==> src/rtl/dbg_defs.svh <==
`ifndef DBG_DEFS_SVH
`define DBG_DEFS_SVH

// ==========================================================
// Device register indices (nine-byte window plus reset reg)
`define IDX_CMP_A_HIGH 4'h0
`define IDX_CMP_A_LOW 4'h1
`define IDX_CMP_B_HIGH 4'h2
`define IDX_CMP_B_LOW 4'h3
`define IDX_TRACE_HIGH 4'h4
`define IDX_TRACE_LOW 4'h5
`define IDX_CONTROL 4'h6
`define IDX_FORCE_RESET 4'h9

// ==========================================================
// Control register bits
`define CTL_ENABLE 7
`define CTL_ARM 6
`define CTL_TAG 5
`define CTL_BREAK_EN 4
`define CTL_DIR_A 3
`define CTL_DIR_A_EN 2
`define CTL_DIR_B 1
`define CTL_DIR_B_EN 0
`define FORCE_RESET_BIT 0

// ==========================================================
// Trace buffer and trigger modes
`define TRACE_DEPTH 8
`define FILL_FULL 4'h8
`define FILL_ONE 4'h1
`define FILL_EMPTY 4'h0
`define BYTE_ZERO 8'h00
`define MODE_A_ONLY 4'h0
`define MODE_EVENT_B 4'h3
`define MODE_A_THEN_EVENT_B 4'h4

// ==========================================================
// Host APB register map and fields
`define APB_CMD 12'h000
`define APB_STATUS 12'h004
`define CMD_DATA_LSB 0
`define CMD_IDX_LSB 8
`define CMD_WRITE_BIT 16
`define CMD_SERIAL_BIT 17
`define STS_BUSY_BIT 0
`define STS_DATA_LSB 8

`endif

==> src/rtl/dbg_pkg.sv <==
`include "dbg_defs.svh"

package dbg_pkg;

  typedef logic [15:0] trace_word_type;

  typedef struct packed {
    logic [15:0] cmp_a;
    logic [15:0] cmp_b;
    logic [7:0] control;
    trace_word_type [`TRACE_DEPTH-1:0] trace;
    logic [3:0] fill;
    logic triggered;
    logic [15:0] last_opcode;
    logic [7:0] rdata;
    logic ack;
    logic break_force;
    logic break_tag;
    logic reset_req;
  } device_state_type;

  typedef enum logic [0:0] {HOST_IDLE, HOST_WAIT} host_phase_type;

  typedef struct packed {
    host_phase_type phase;
    logic [3:0] idx;
    logic [7:0] wdata;
    logic wr;
    logic rd;
    logic serial;
    logic busy;
    logic [7:0] rdata;
    logic [31:0] prdata;
    logic pready;
    logic pslverr;
  } host_state_type;

endpackage

==> src/rtl/dbg_link_if.sv <==
interface dbg_link_if;
  logic [3:0] idx;
  logic [7:0] wdata;
  logic wr;
  logic rd;
  logic serial;
  logic [7:0] rdata;
  logic ack;

  modport device (
    input idx, wdata, wr, rd, serial,
    output rdata, ack
  );

  modport host (
    output idx, wdata, wr, rd, serial,
    input rdata, ack
  );
endinterface

==> src/rtl/dbg_comparator.sv <==
module dbg_comparator (
  input wire logic [15:0] compare, // Compare value
  input wire logic [15:0] addr, // CPU address
  input wire logic valid, // CPU cycle valid
  input wire logic cpu_read, // 1 read, 0 write
  input wire logic dir_enable, // Qualify by direction
  input wire logic dir, // 1 match reads only
  output logic match // Qualified match
);
  always_comb begin
    match = valid && (addr == compare) &&
            (!dir_enable || (cpu_read == dir));
  end
endmodule // dbg_comparator

==> src/rtl/dbg_device.sv <==
// Overview of operation
// - User writes ignored; forced-reset reads zero.
// - Serial write of bit0 forces reset.
// - Comparator bytes reset zero, locked while armed.
// - Each comparator built from high/low bytes.
// - Trace high read-only; zero in event modes.
// - Trace high read keeps read position.
// - Trace low read advances; read high first.
// - Event modes store bytes, read low only.
// - Armed low reads do not advance buffer.
// - Unarmed low read stores last opcode address.
// - Host discards eight reads to prime profiling.
// - Nine-byte register window for application access.
// - Control register accessible regardless of arm.
// - Bit7 enables; refused while secure.
// - Bit6 arms; run end or clear stops.
// - Bit5 picks tag or force break.
// - Bit4 breaks on trigger or full buffer.
// - Trigger type never changes break timing.
// - Bits 2/3 qualify comparator A direction.
// - Bits 0/1 qualify comparator B direction.
// - Run ends on full or trigger; arm clears.
// - Modes 0011 and 0100 are event-only.
`include "dbg_defs.svh"

module dbg_device
  import dbg_pkg::*;
(
  input wire logic pclk, // Bus clock
  input wire logic presetn, // Async reset, active low
  input wire logic ce, // Clock enable
  dbg_link_if.device link, // Register access port
  input wire logic cpu_valid, // CPU bus cycle valid
  input wire logic cpu_read, // CPU cycle is a read
  input wire logic cpu_opfetch, // CPU cycle is opcode fetch
  input wire logic [15:0] cpu_addr, // CPU address
  input wire logic [7:0] cpu_data, // CPU data byte
  input wire logic secure, // MCU secure state
  input wire logic [3:0] trigger_mode_field, // Trigger mode
  input wire logic begin_trace, // 1 begin, 0 end trace
  output logic break_force, // Force-type break pulse
  output logic break_tag, // Tag-type break pulse
  output logic mcu_reset_req, // Full reset request pulse
  output logic armed_flag // Run in progress
);
  import dbg_pkg::*;

  // ==========================================================
  // Helpers
  function automatic trace_word_type [`TRACE_DEPTH-1:0] shift_in(
      input trace_word_type [`TRACE_DEPTH-1:0] t,
      input trace_word_type w);
    trace_word_type [`TRACE_DEPTH-1:0] r;
    r = t;
    for (int i = 0; i < `TRACE_DEPTH - 1; i++) begin
      r[i] = t[i+1];
    end
    r[`TRACE_DEPTH-1] = w;
    return r;
  endfunction

  function automatic logic is_event_mode(input logic [3:0] m);
    return (m == `MODE_EVENT_B) ||
           (m == `MODE_A_THEN_EVENT_B);
  endfunction

  // ==========================================================
  // State
  device_state_type s_r;
  device_state_type s_nxt;
  logic match_a;
  logic match_b;
  logic armed;
  logic event_mode;
  logic trig;
  logic run_done;
  logic [7:0] ctl;

  assign armed = s_r.control[`CTL_ARM];
  assign event_mode = is_event_mode(trigger_mode_field);

  // ==========================================================
  // Comparators
  dbg_comparator cmp_a_inst (
    .compare(s_r.cmp_a),
    .addr(cpu_addr),
    .valid(cpu_valid),
    .cpu_read(cpu_read),
    .dir_enable(s_r.control[`CTL_DIR_A_EN]),
    .dir(s_r.control[`CTL_DIR_A]),
    .match(match_a)
  );

  dbg_comparator cmp_b_inst (
    .compare(s_r.cmp_b),
    .addr(cpu_addr),
    .valid(cpu_valid),
    .cpu_read(cpu_read),
    .dir_enable(s_r.control[`CTL_DIR_B_EN]),
    .dir(s_r.control[`CTL_DIR_B]),
    .match(match_b)
  );

  // ==========================================================
  // Next state
  always_comb begin
    s_nxt = s_r;
    ctl = s_r.control;
    s_nxt.ack = 1'b0;
    s_nxt.break_force = 1'b0;
    s_nxt.break_tag = 1'b0;
    s_nxt.reset_req = 1'b0;
    run_done = 1'b0;
    trig = (trigger_mode_field == `MODE_A_ONLY) ? match_a :
           (match_a || match_b);

    if (cpu_valid && cpu_opfetch) begin
      s_nxt.last_opcode = cpu_addr;
    end

    // Capture while armed
    if (armed && cpu_valid) begin
      if (event_mode) begin
        // Event modes always behave as begin traces
        if (match_b) begin
          s_nxt.trace = shift_in(s_r.trace,
                                 {`BYTE_ZERO, cpu_data});
          s_nxt.fill = s_r.fill + `FILL_ONE;
          run_done = (s_nxt.fill == `FILL_FULL);
        end
      end else if (begin_trace) begin
        if (s_r.triggered || trig) begin
          s_nxt.triggered = 1'b1;
          s_nxt.trace = shift_in(s_r.trace, cpu_addr);
          s_nxt.fill = s_r.fill + `FILL_ONE;
          run_done = (s_nxt.fill == `FILL_FULL);
        end
      end else begin
        // End trace fills circularly until the trigger
        s_nxt.trace = shift_in(s_r.trace, cpu_addr);
        if (s_r.fill != `FILL_FULL) begin
          s_nxt.fill = s_r.fill + `FILL_ONE;
        end
        run_done = trig;
      end
    end

    // Break timing depends only on run end, not trigger type
    if (run_done) begin
      s_nxt.control[`CTL_ARM] = 1'b0;
      if (s_r.control[`CTL_BREAK_EN]) begin
        s_nxt.break_tag = s_r.control[`CTL_TAG];
        s_nxt.break_force = !s_r.control[`CTL_TAG];
      end
    end

    // Register reads (window is ordinary application space)
    if (link.rd) begin
      s_nxt.ack = 1'b1;
      unique case (link.idx)
        `IDX_CMP_A_HIGH: s_nxt.rdata = s_r.cmp_a[15:8];
        `IDX_CMP_A_LOW: s_nxt.rdata = s_r.cmp_a[7:0];
        `IDX_CMP_B_HIGH: s_nxt.rdata = s_r.cmp_b[15:8];
        `IDX_CMP_B_LOW: s_nxt.rdata = s_r.cmp_b[7:0];
        `IDX_TRACE_HIGH: begin
          // No shift here, so a high/low pair stays aligned
          s_nxt.rdata = event_mode ? `BYTE_ZERO :
                        s_r.trace[0][15:8];
        end
        `IDX_TRACE_LOW: begin
          s_nxt.rdata = s_r.trace[0][7:0];
          if (!armed) begin
            s_nxt.trace = shift_in(s_r.trace,
                                   s_r.last_opcode);
          end
        end
        `IDX_CONTROL: s_nxt.rdata = s_r.control;
        default: s_nxt.rdata = `BYTE_ZERO;
      endcase
    end

    // Register writes
    if (link.wr) begin
      s_nxt.ack = 1'b1;
      unique case (link.idx)
        `IDX_CMP_A_HIGH: begin
          if (!armed) s_nxt.cmp_a[15:8] = link.wdata;
        end
        `IDX_CMP_A_LOW: begin
          if (!armed) s_nxt.cmp_a[7:0] = link.wdata;
        end
        `IDX_CMP_B_HIGH: begin
          if (!armed) s_nxt.cmp_b[15:8] = link.wdata;
        end
        `IDX_CMP_B_LOW: begin
          if (!armed) s_nxt.cmp_b[7:0] = link.wdata;
        end
        `IDX_CONTROL: begin
          ctl = link.wdata;
          ctl[`CTL_ENABLE] = link.wdata[`CTL_ENABLE] &&
              (!secure || s_r.control[`CTL_ENABLE]);
          if (!ctl[`CTL_ENABLE]) begin
            ctl[`CTL_ARM] = 1'b0;
          end
          if (ctl[`CTL_ARM] && !armed) begin
            // Fresh run starts with empty count
            s_nxt.fill = `FILL_EMPTY;
            s_nxt.triggered = 1'b0;
          end
          s_nxt.control = ctl;
        end
        `IDX_FORCE_RESET: begin
          // Application writes never reach the reset
          if (link.serial &&
              link.wdata[`FORCE_RESET_BIT]) begin
            s_nxt.reset_req = 1'b1;
          end
        end
        default: begin
          // Trace ports and other bytes ignore writes
          s_nxt.ack = 1'b1;
        end
      endcase
    end
  end

  // ==========================================================
  // Registers
  always_ff @(posedge pclk or negedge presetn) begin
    if (!presetn) begin
      s_r <= '0;
    end else if (ce) begin
      s_r <= s_nxt;
    end
  end

  assign link.rdata = s_r.rdata;
  assign link.ack = s_r.ack;
  assign break_force = s_r.break_force;
  assign break_tag = s_r.break_tag;
  assign mcu_reset_req = s_r.reset_req;
  assign armed_flag = s_r.control[`CTL_ARM];
endmodule // dbg_device

==> src/flat_wrapper.sv <==
// flat-port wrapper written by rule: the top's interface ports become plain ports
module dbg_device_flat import dbg_pkg::*;
  (pclk, presetn, ce, cpu_valid, cpu_read, cpu_opfetch, cpu_addr, cpu_data, secure, trigger_mode_field, begin_trace, break_force, break_tag, mcu_reset_req, armed_flag, link_idx, link_wdata, link_wr, link_rd, link_serial, link_rdata, link_ack);
  dbg_link_if link_i ();
  input wire logic pclk;
  input wire logic presetn;
  input wire logic ce;
  input wire logic cpu_valid;
  input wire logic cpu_read;
  input wire logic cpu_opfetch;
  input wire logic [15:0] cpu_addr;
  input wire logic [7:0] cpu_data;
  input wire logic secure;
  input wire logic [3:0] trigger_mode_field;
  input wire logic begin_trace;
  output logic break_force;
  output logic break_tag;
  output logic mcu_reset_req;
  output logic armed_flag;
  input wire logic [$bits(link_i.idx)-1:0] link_idx;
  input wire logic [$bits(link_i.wdata)-1:0] link_wdata;
  input wire logic [$bits(link_i.wr)-1:0] link_wr;
  input wire logic [$bits(link_i.rd)-1:0] link_rd;
  input wire logic [$bits(link_i.serial)-1:0] link_serial;
  output wire logic [$bits(link_i.rdata)-1:0] link_rdata;
  output wire logic [$bits(link_i.ack)-1:0] link_ack;
  assign link_i.idx = link_idx;
  assign link_i.wdata = link_wdata;
  assign link_i.wr = link_wr;
  assign link_i.rd = link_rd;
  assign link_i.serial = link_serial;
  assign link_rdata = link_i.rdata;
  assign link_ack = link_i.ack;
  dbg_device u_core (.pclk(pclk), .presetn(presetn), .ce(ce), .link(link_i), .cpu_valid(cpu_valid), .cpu_read(cpu_read), .cpu_opfetch(cpu_opfetch), .cpu_addr(cpu_addr), .cpu_data(cpu_data), .secure(secure), .trigger_mode_field(trigger_mode_field), .begin_trace(begin_trace), .break_force(break_force), .break_tag(break_tag), .mcu_reset_req(mcu_reset_req), .armed_flag(armed_flag));
endmodule
==> config.mk <==
export PLATFORM = sky130hd
export DESIGN_NAME = dbg_device_flat
export DESIGN_NICKNAME = d
export VERILOG_FILES = /design/src/rtl/dbg_pkg.sv /design/src/rtl/dbg_link_if.sv /design/src/rtl/dbg_comparator.sv /design/src/rtl/dbg_device.sv /design/src/flat_wrapper.sv
export VERILOG_INCLUDE_DIRS = /design/src /design/src/rtl
export SDC_FILE = /design/constraint.sdc
export NUM_CORES = 1
export LEC_CHECK = 0
export BUFFER_PORTS_ARGS = -buffer_cell sky130_fd_sc_hd__buf_2
export CAP_MARGIN = 20
export CORE_MARGIN = 2
export CORE_UTILIZATION = 50
export CTS_BUF_LIST = sky130_fd_sc_hd__clkbuf_4
export CTS_CLUSTER_SIZE = 20
export DETAILED_ROUTE_END_ITERATION = 16
export HOLD_SLACK_MARGIN = 0.03
export PLACE_DENSITY = 0.76
export REMOVE_ABC_BUFFERS = 1
export SKIP_LAST_GASP = 1
export SLEW_MARGIN = 20
export SYNTH_ARGS = -nofsm -noshare
export SYNTH_HDL_FRONTEND = slang
export SYNTH_HIERARCHICAL = 1
export SYNTH_SLANG_ARGS = --single-unit
==> constraint.sdc <==
create_clock -name pclk -period 4.7 [get_ports pclk]
set_input_delay 1.175 -clock pclk [delete_from_list [all_inputs] [get_ports pclk]]
set_output_delay 1.175 -clock pclk [all_outputs]
set_load 0.05 [all_outputs]
==> results of run 1 <==
how the worst max path moves through the flow:
stage,from,to,slack [ps],cells after the start
after CTS,cpu_addr[8],u_core/s_r[154],1330,10
after global placement,cpu_addr[8],u_core/s_r[156],730,10
after floorplan,cpu_addr[12],u_core/s_r[100],-1760,8
final,cpu_addr[8],u_core/s_r[159],1220,10
after global routing,cpu_addr[8],u_core/s_r[159],1090,10
after detailed placement,cpu_addr[8],u_core/s_r[159],660,10
critical path, cell delays in order:
cell and delay, ps:
buf_2 150, xor2_1 160, nor4_1 490, nand2_1 130
nor3_2 250, o41ai_2 190, nand2_1 430, nand2_1 480
o31a_1 420, o21ai_1 150
power by group through the flow:
stage | Clock (uW) | Sequential [uW] | Combinational [uW]
final | 1530 | 2470 | 708
after CTS | 1580 | 2470 | 716
after floorplan | 0 | 2410 | 499
after global routing | 1670 | 2530 | 797
after global placement | 0 | 2470 | 677
after detailed placement | 0 | 2500 | 713
flip-flops by register name (all words and copies together) (netlist names):
| signal | cells |
|---|---|
| u_core/s_r | 188 |
| u_core/link.rdata | 8 |
| u_core/armed_flag | 1 |
| u_core/break_force | 1 |
| u_core/break_tag | 1 |
| u_core/link.ack | 1 |
| u_core/mcu_reset_req | 1 |
cell type report:
cell class	count	share of cell area [%]
clock buffer	90	6.36
clock inverter	5	0.188
inverter	5	0.177
multi-input combinational	499	38.8
sequential	201	47.3
tap	234	2.75
timing repair buffer	77	4.39
metrics by stage:
| step | power (uW) | setup TNS (ps) | utilization [%] | hold WS (ps) |
|---|---|---|---|---|
| after floorplan | 2910 | -196610 | - | 449 |
| after global placement | 3150 | 0 | 53.3 | 462 |
| after detailed placement | 3210 | 0 | 53.3 | 471 |
| after CTS | 4760 | 0 | 57.0 | 479 |
| after global routing | 5000 | 0 | 57.0 | 499 |
| final | 4700 | 0 | 57.0 | 471 |
cell families (layout without fill, tap and decap cells):
family	Yosys count	after routing	share of synthesized area, %
fa+ha+maj	3	3	0.397
mux	171	171	20.4
simple gates	152	152	8.58
flops	201	201	53.2
buf+inv	54	177	3.35
compound gates	138	138	10.9
xor+xnor	35	35	3.24
cells in the mapped netlist, types with 5 or more instances:
master       n  share of area (%)
o211ai_1    11               0.87
o22ai_1      8               0.53
xnor2_1      8               0.74
inv_1        5               0.20
buf_2       13               0.69
buf_6        8               0.95
a21oi_1     10               0.53
nor2_1      23               0.91
nand2_1     47                1.9
nor4_1       7               0.46
nor2b_1     11               0.73
mux2_2      19                2.3
nand3_1     10               0.53
a22o_1       8               0.74
clkbuf_1    16               0.63
a211oi_1     8               0.63
xor2_1      27                2.5
a22oi_1      9               0.71
a31oi_1      9               0.59
o21ai_1     16               0.85
o2bb2ai_1    8               0.74
buf_4       10               0.79
mux2_1     147                 17
o31a_1      17                1.6
nor3_1      20                1.1
dfrtp_1    201                 53
metal layers:
layer	share of wire, %	routed length [um]
met1	43	9250
met5	0	0
met2	46	9930
met3	6.5	1390
met4	3.7	786
==> run_results.csv, run 1 <==
group,metric,value,unit
sta,clock.fmax,0.288,GHz
place,place.detailed.hpwl,14600,um
cts,cts-htree-levels,2,
detailed_routing,firstDrtPassIters,5,
setup_path,crit_fanout,16,
synthesis,avgSynthCellArea,12.6,sq um
flow_run,max_cap_violations,0,
sta,min_period,3480,ps
die,start_util,50.8,%
cts,cts-root-buf,"clkbuf_4",
die,core_area,0.0186,sq mm
die,fp.dieH,142,um
hold_path,holdPathStages,1,
grt,grtUsageMet3,4.52,%
die,top_level_ports,64,
sta,finalCritPeriodShare,74.0,%
synthesis,synth-main-ff-cell,"dfrtp_1",
cts,clockBufferDepth,3,
cells_and_area,multiInputGateArea,0.00412,sq mm
pwr,seq_power_share,52.5,%
sta,finalSetupViolations,0,
sta,tightest_slew,1090,ps
cells_and_area,final_common_cell,"dfrtp_1",
die,rows,50,
cts,insertion_delay,660,ps
place,place_congestion,0.933,
synthesis,synth_warnings,6,
detailed_routing,postRouteWirelength,21400,um
cts,clk_pin_slew,60,ps
detailed_routing,ant_nets,0,
grt,grt_first_pass_wirelength,34800,um
synthesis,synthCells,754,
place,placed_cells,1016,
synthesis,synth_edf_count,0,
cells_and_area,final.fill_count,1583,
hold_path,min_to,"u_core/s_r[114]",
cts,cts.sinks,201,
setup_path,rrSetupSlack,1470,ps
cts,cts_tree,"built",
pwr,irDropWorstVdd,204,uV
sta,worst_clock_skew,25.6,ps
detailed_routing,routed_via_density,5.91,
cells_and_area,final_area,0.0106,sq mm
cells_and_area,final_cells,1111,
setup_path,start_kind,"primary input",
cells_and_area,layout_common_cells,"201 x dfrtp_1, 147 x mux2_1, 90 x clkbuf_4, 62 x buf_2, 47 x nand2_1",
synthesis,async_reset_ff_share,100,%
grt,track_usage,22.2,%
grt,gr-total-overflow,0,
detailed_routing,vias,6563,
setup_path,worstSetupPathType,"in -> reg",
cells_and_area,syn_to_final_growth,12.3,%
cells_and_area,drive_above_1_share,22.7,%
grt,busiest_layer,"met2",
setup_path,rr_endpoint,"u_core/s_r[159]",
setup_path,cp-end-kind,"flop",
place,io_buffer_count,63,
pwr,power_density,443,mW/mm^2
pwr,intPower,3420,uW
pwr,p_leak,0.00471,uW
grt,grt_max_degree,102,
run_status,status,"completed",
cells_and_area,regArea,0.00503,sq mm
die,fp.dieW,142,um
cts,cts_hold_buf,0,
place,place_ws,659,ps
hold_path,min_path_type,"reg -> reg",
detailed_routing,drcViolationCount,0,
place,place_area,0.00993,sq mm
sta,drv_slew,0,
cts,post_cts_resized,0,
setup_path,r2r_start,"u_core/s_r[183]",
hold_path,hold_start,"u_core/s_r[130]",
setup_path,reg2regPathDepth,9,
sta,rsz0062_at_grt,"false",
grt,grt_pass1_vias,6745,
detailed_routing,drt_iter0_drc,510,
synthesis,synth_area,0.00946,sq mm
synthesis,ys_seq_area_share,53.2,%
detailed_routing,wl_per_cell,19.2,um
sta,slew-limit-headroom,27.2,%
synthesis,synth.distinct_cells,64,
cts,cts-buffers-inserted,54,
cells_and_area,final_nets,892,
cells_and_area,diodes,0,
setup_path,cp.required,5260,ps
pwr,switchingPower,1280,uW
sta,fin_ws,1220,ps
pwr,p_sw_share,27.2,%
grt,antenna_found_initial,0,
grt,grt_util_met2,35.8,%
cts,postCtsSetupRepairBufs,0,
synthesis,synth_seq_cells,201,
setup_path,worstPathArrival,4040,ps
sta,finalHoldViolCount,0,
pwr,combPwrFrac,15.0,%
die,design.die.area,0.0200,sq mm
grt,use_met1,28.9,%
pwr,clkPwrFrac,32.5,%
Note: power is estimated with default switching activity, not from simulation.
==> inputs of run 2 (changes only) <==
Settings changed: ABC_AREA from default to 1, PLACE_DENSITY 0.76 to 0.78.
Clock period 4.7 ns to 3.1 ns, I/O delays scaled along.
==> run_results.csv, run 2 <==
group,metric,value,unit
grt,grt_pass1_vias,11632,
synthesis,avgSynthCellArea,6.46,sq um
cts,cts-root-buf,"clkbuf_4",
detailed_routing,wl_per_cell,15.4,um
detailed_routing,firstDrtPassIters,8,
place,place_ws,148,ps
cells_and_area,regArea,0.00503,sq mm
die,rows,58,
die,design.die.area,0.0267,sq mm
sta,drv_slew,0,
sta,finalHoldViolCount,0,
grt,use_met1,39.9,%
sta,worst_clock_skew,57.1,ps
synthesis,synth_common_cells,"784 x nand2_1, 249 x nor2_1, 225 x o21ai_0",
place,place_congestion,1.00,
detailed_routing,ant_nets,0,
pwr,p_leak,0.00698,uW
pwr,combPwrFrac,24.8,%
sta,fin_ws,609,ps
cells_and_area,multiInputGateArea,0.00659,sq mm
synthesis,synthCells,1965,
pwr,switchingPower,3130,uW
sta,finalSetupViolations,0,
die,start_util,50.7,%
synthesis,synth_edf_count,0,
sta,slew-limit-headroom,35.4,%
place,io_buffer_count,63,
run_status,status,"completed",
cts,post_cts_resized,0,
detailed_routing,routed_via_density,5.43,
grt,gr-total-overflow,0,
synthesis,synth.top_cells.by_area,"dfrtp_1 40%, nand2_1 23%, o21ai_0 8.9%",
synthesis,async_reset_ff_share,100,%
sta,whs,86.1,ps
setup_path,crit_chain,"nand2_1 -> nand2_1 -> nor2_1 -> nor2_1 -> nand3_1 -> nor2_1 -> inv_1 -> nand4_4 -> nand2_4 -> nand2_4 -> clkinv_2 -> buf_12 -> nand2_1 -> nand3_1 -> nand2_1 -> nand2_1",
synthesis,yosysMostFrequentCell,"nand2_1",
detailed_routing,drcViolationCount,0,
setup_path,slowest_delay,440,ps
detailed_routing,vias,12870,
synthesis,synth_area,0.0127,sq mm
hold_path,min_path_type,"in -> async",
sta,rsz0062_at_grt,"false",
pwr,power_density,606,mW/mm^2
die,fp.dieW,163,um
synthesis,synth_seq_cells,201,
setup_path,crit_fanout,111,
pwr,intPower,5230,uW
grt,busiest_layer,"met2",
grt,antenna_found_initial,1,
cells_and_area,final_common_cell,"nand2_1",
cts,clockBufferDepth,3,
place,place_area,0.0131,sq mm
cells_and_area,regMostFlops,"u_core/s_r",
cells_and_area,final.fill_count,2434,
cts,cts.sinks,201,
grt,grt_util_met2,42.3,%
cells_and_area,syn_to_final_growth,8.66,%
synthesis,synth_top_area_share,39.6,%
setup_path,slowest_stage,"dfrtp_1",
setup_path,cp-end-kind,"flop",
pwr,p_sw_share,37.5,%
synthesis,synth_top_cell_by_area,"dfrtp_1",
cells_and_area,largest_reg_flops,188,
setup_path,worstSetupPathType,"reg -> reg",
cts,cts_hold_buf,0,
grt,grt_max_degree,122,
cts,clk_pin_slew,70,ps
grt,grt_first_pass_wirelength,59900,um
setup_path,cp.required,3710,ps
setup_path,crit_top_cell,"nand2_1",
cts,cts-buffers-inserted,57,
synthesis,synth-main-ff-cell,"dfrtp_1",
grt,track_usage,27.7,%
cts,cts_tree,"built",
pwr,clkPwrFrac,29.7,%
cells_and_area,drive_above_1_share,9.66,%
sta,tightest_slew,970,ps
synthesis,ys_seq_area_share,39.6,%
sta,clock.fmax,0.402,GHz
detailed_routing,postRouteWirelength,36600,um
setup_path,start_kind,"flop",
synthesis,synth_warnings,6,
die,core_area,0.0250,sq mm
sta,min_period,2490,ps
cells_and_area,final_area,0.0138,sq mm
synthesis,synth.distinct_cells,38,
cells_and_area,layout_common_cells,"784 x nand2_1, 249 x nor2_1, 225 x o21ai_0, 201 x dfrtp_1, 138 x nand3_1",
pwr,irDropWorstVdd,270,uV
place,place.detailed.hpwl,23300,um
detailed_routing,drt_iter0_drc,1533,
setup_path,worstPathArrival,3100,ps
cts,cts-htree-levels,2,
pwr,seq_power_share,45.5,%
cts,postCtsSetupRepairBufs,0,
cells_and_area,final_nets,2047,
sta,finalCritPeriodShare,80.3,%
flow_run,max_cap_violations,0,
die,top_level_ports,64,
die,fp.dieH,163,um
cts,insertion_delay,700,ps
grt,grtUsageMet3,3.89,%
cells_and_area,final_core_util,55.1,%
[run 2: cell count changes in the layout (fill, tap and decap cells not counted), moves of 19 or more]
| cell | previous run | this run |
|---|---|---|
| nand2_1 | 47 | 784 |
| mux2_2 | 19 | 0 |
| xor2_1 | 27 | 4 |
| inv_1 | 5 | 97 |
| nand3_1 | 10 | 138 |
| o21ai_0 | 4 | 225 |
| a21oi_1 | 10 | 62 |
| nor2_1 | 23 | 249 |
| mux2_1 | 147 | 0 |
[run 2: stage by stage]
step	total power, uW	std cells	TNS (ps)
after floorplan	5150	1847	-155850
final	8360	2370	0
after global routing	8970	2370	0
after CTS	8410	2369	0
after global placement	5770	2264	0
after detailed placement	5890	2264	0
[run 2: area by class of cell]
type / instances / area share [%]
multi-input cells: 1537 / 47.7
flip-flops and latches: 201 / 36.5
clock buffers: 90 / 4.90
repair buffers: 87 / 4.49
inverters: 109 / 2.99
well taps: 330 / 2.99
clock inverters: 15 / 0.408
diodes: 1 / 0.0181
[run 2: cell families after synthesis]
logic type      Yosys count  share of synthesized area [%]
compound gates          323                           13.0
xor+xnor                 14                          0.966
fa+ha+maj                 3                          0.296
buf+inv                 227                           8.60
flops                   201                           39.6
simple gates           1197                           37.5
[run 2: final timing paths]
check / startpoint / endpoint / slack [ps] / cells after the start
worst max-delay path: u_core/s_r[164] / u_core/s_r[106] / 610 / 16
worst min-delay path: presetn / u_core/s_r[94] / 90 / 1
worst max register to register: u_core/s_r[164] / u_core/s_r[106] / 610 / 16
worst min register to register: u_core/link.ack / u_core/link.ack / 480 / 2
max in group asynchronous: presetn / u_core/s_r[141] / 2210 / 2
min in group pclk: link_wdata[5] / u_core/s_r[166] / 350 / 3
[run 2: layer usage]
layer / vias to the layer above / share of wire, %
li1: 6327 / -
met1: 6030 / 45
met2: 438 / 45
met3: 75 / 6.5
met4: 0 / 3.1
met5: - / 0
[run 2: critical path: cells and delay by family (launching register included)]
kind,cells,cell delay [ps]
buffers and inverters,3,560
and+or+nand+nor,13,1350
DFF,1,440
[run 2: power by group through the flow]
stage / combinational (uW) / clock, uW / sequential, uW
5_1_grt: 2400 / 2690 / 3880
3_3_place_gp: 1980 / 0 / 3790
3_5_place_dp: 2060 / 0 / 3820
4_1_cts: 2070 / 2550 / 3780
6_report: 2070 / 2490 / 3810
2_1_floorplan: 1470 / 0 / 3680
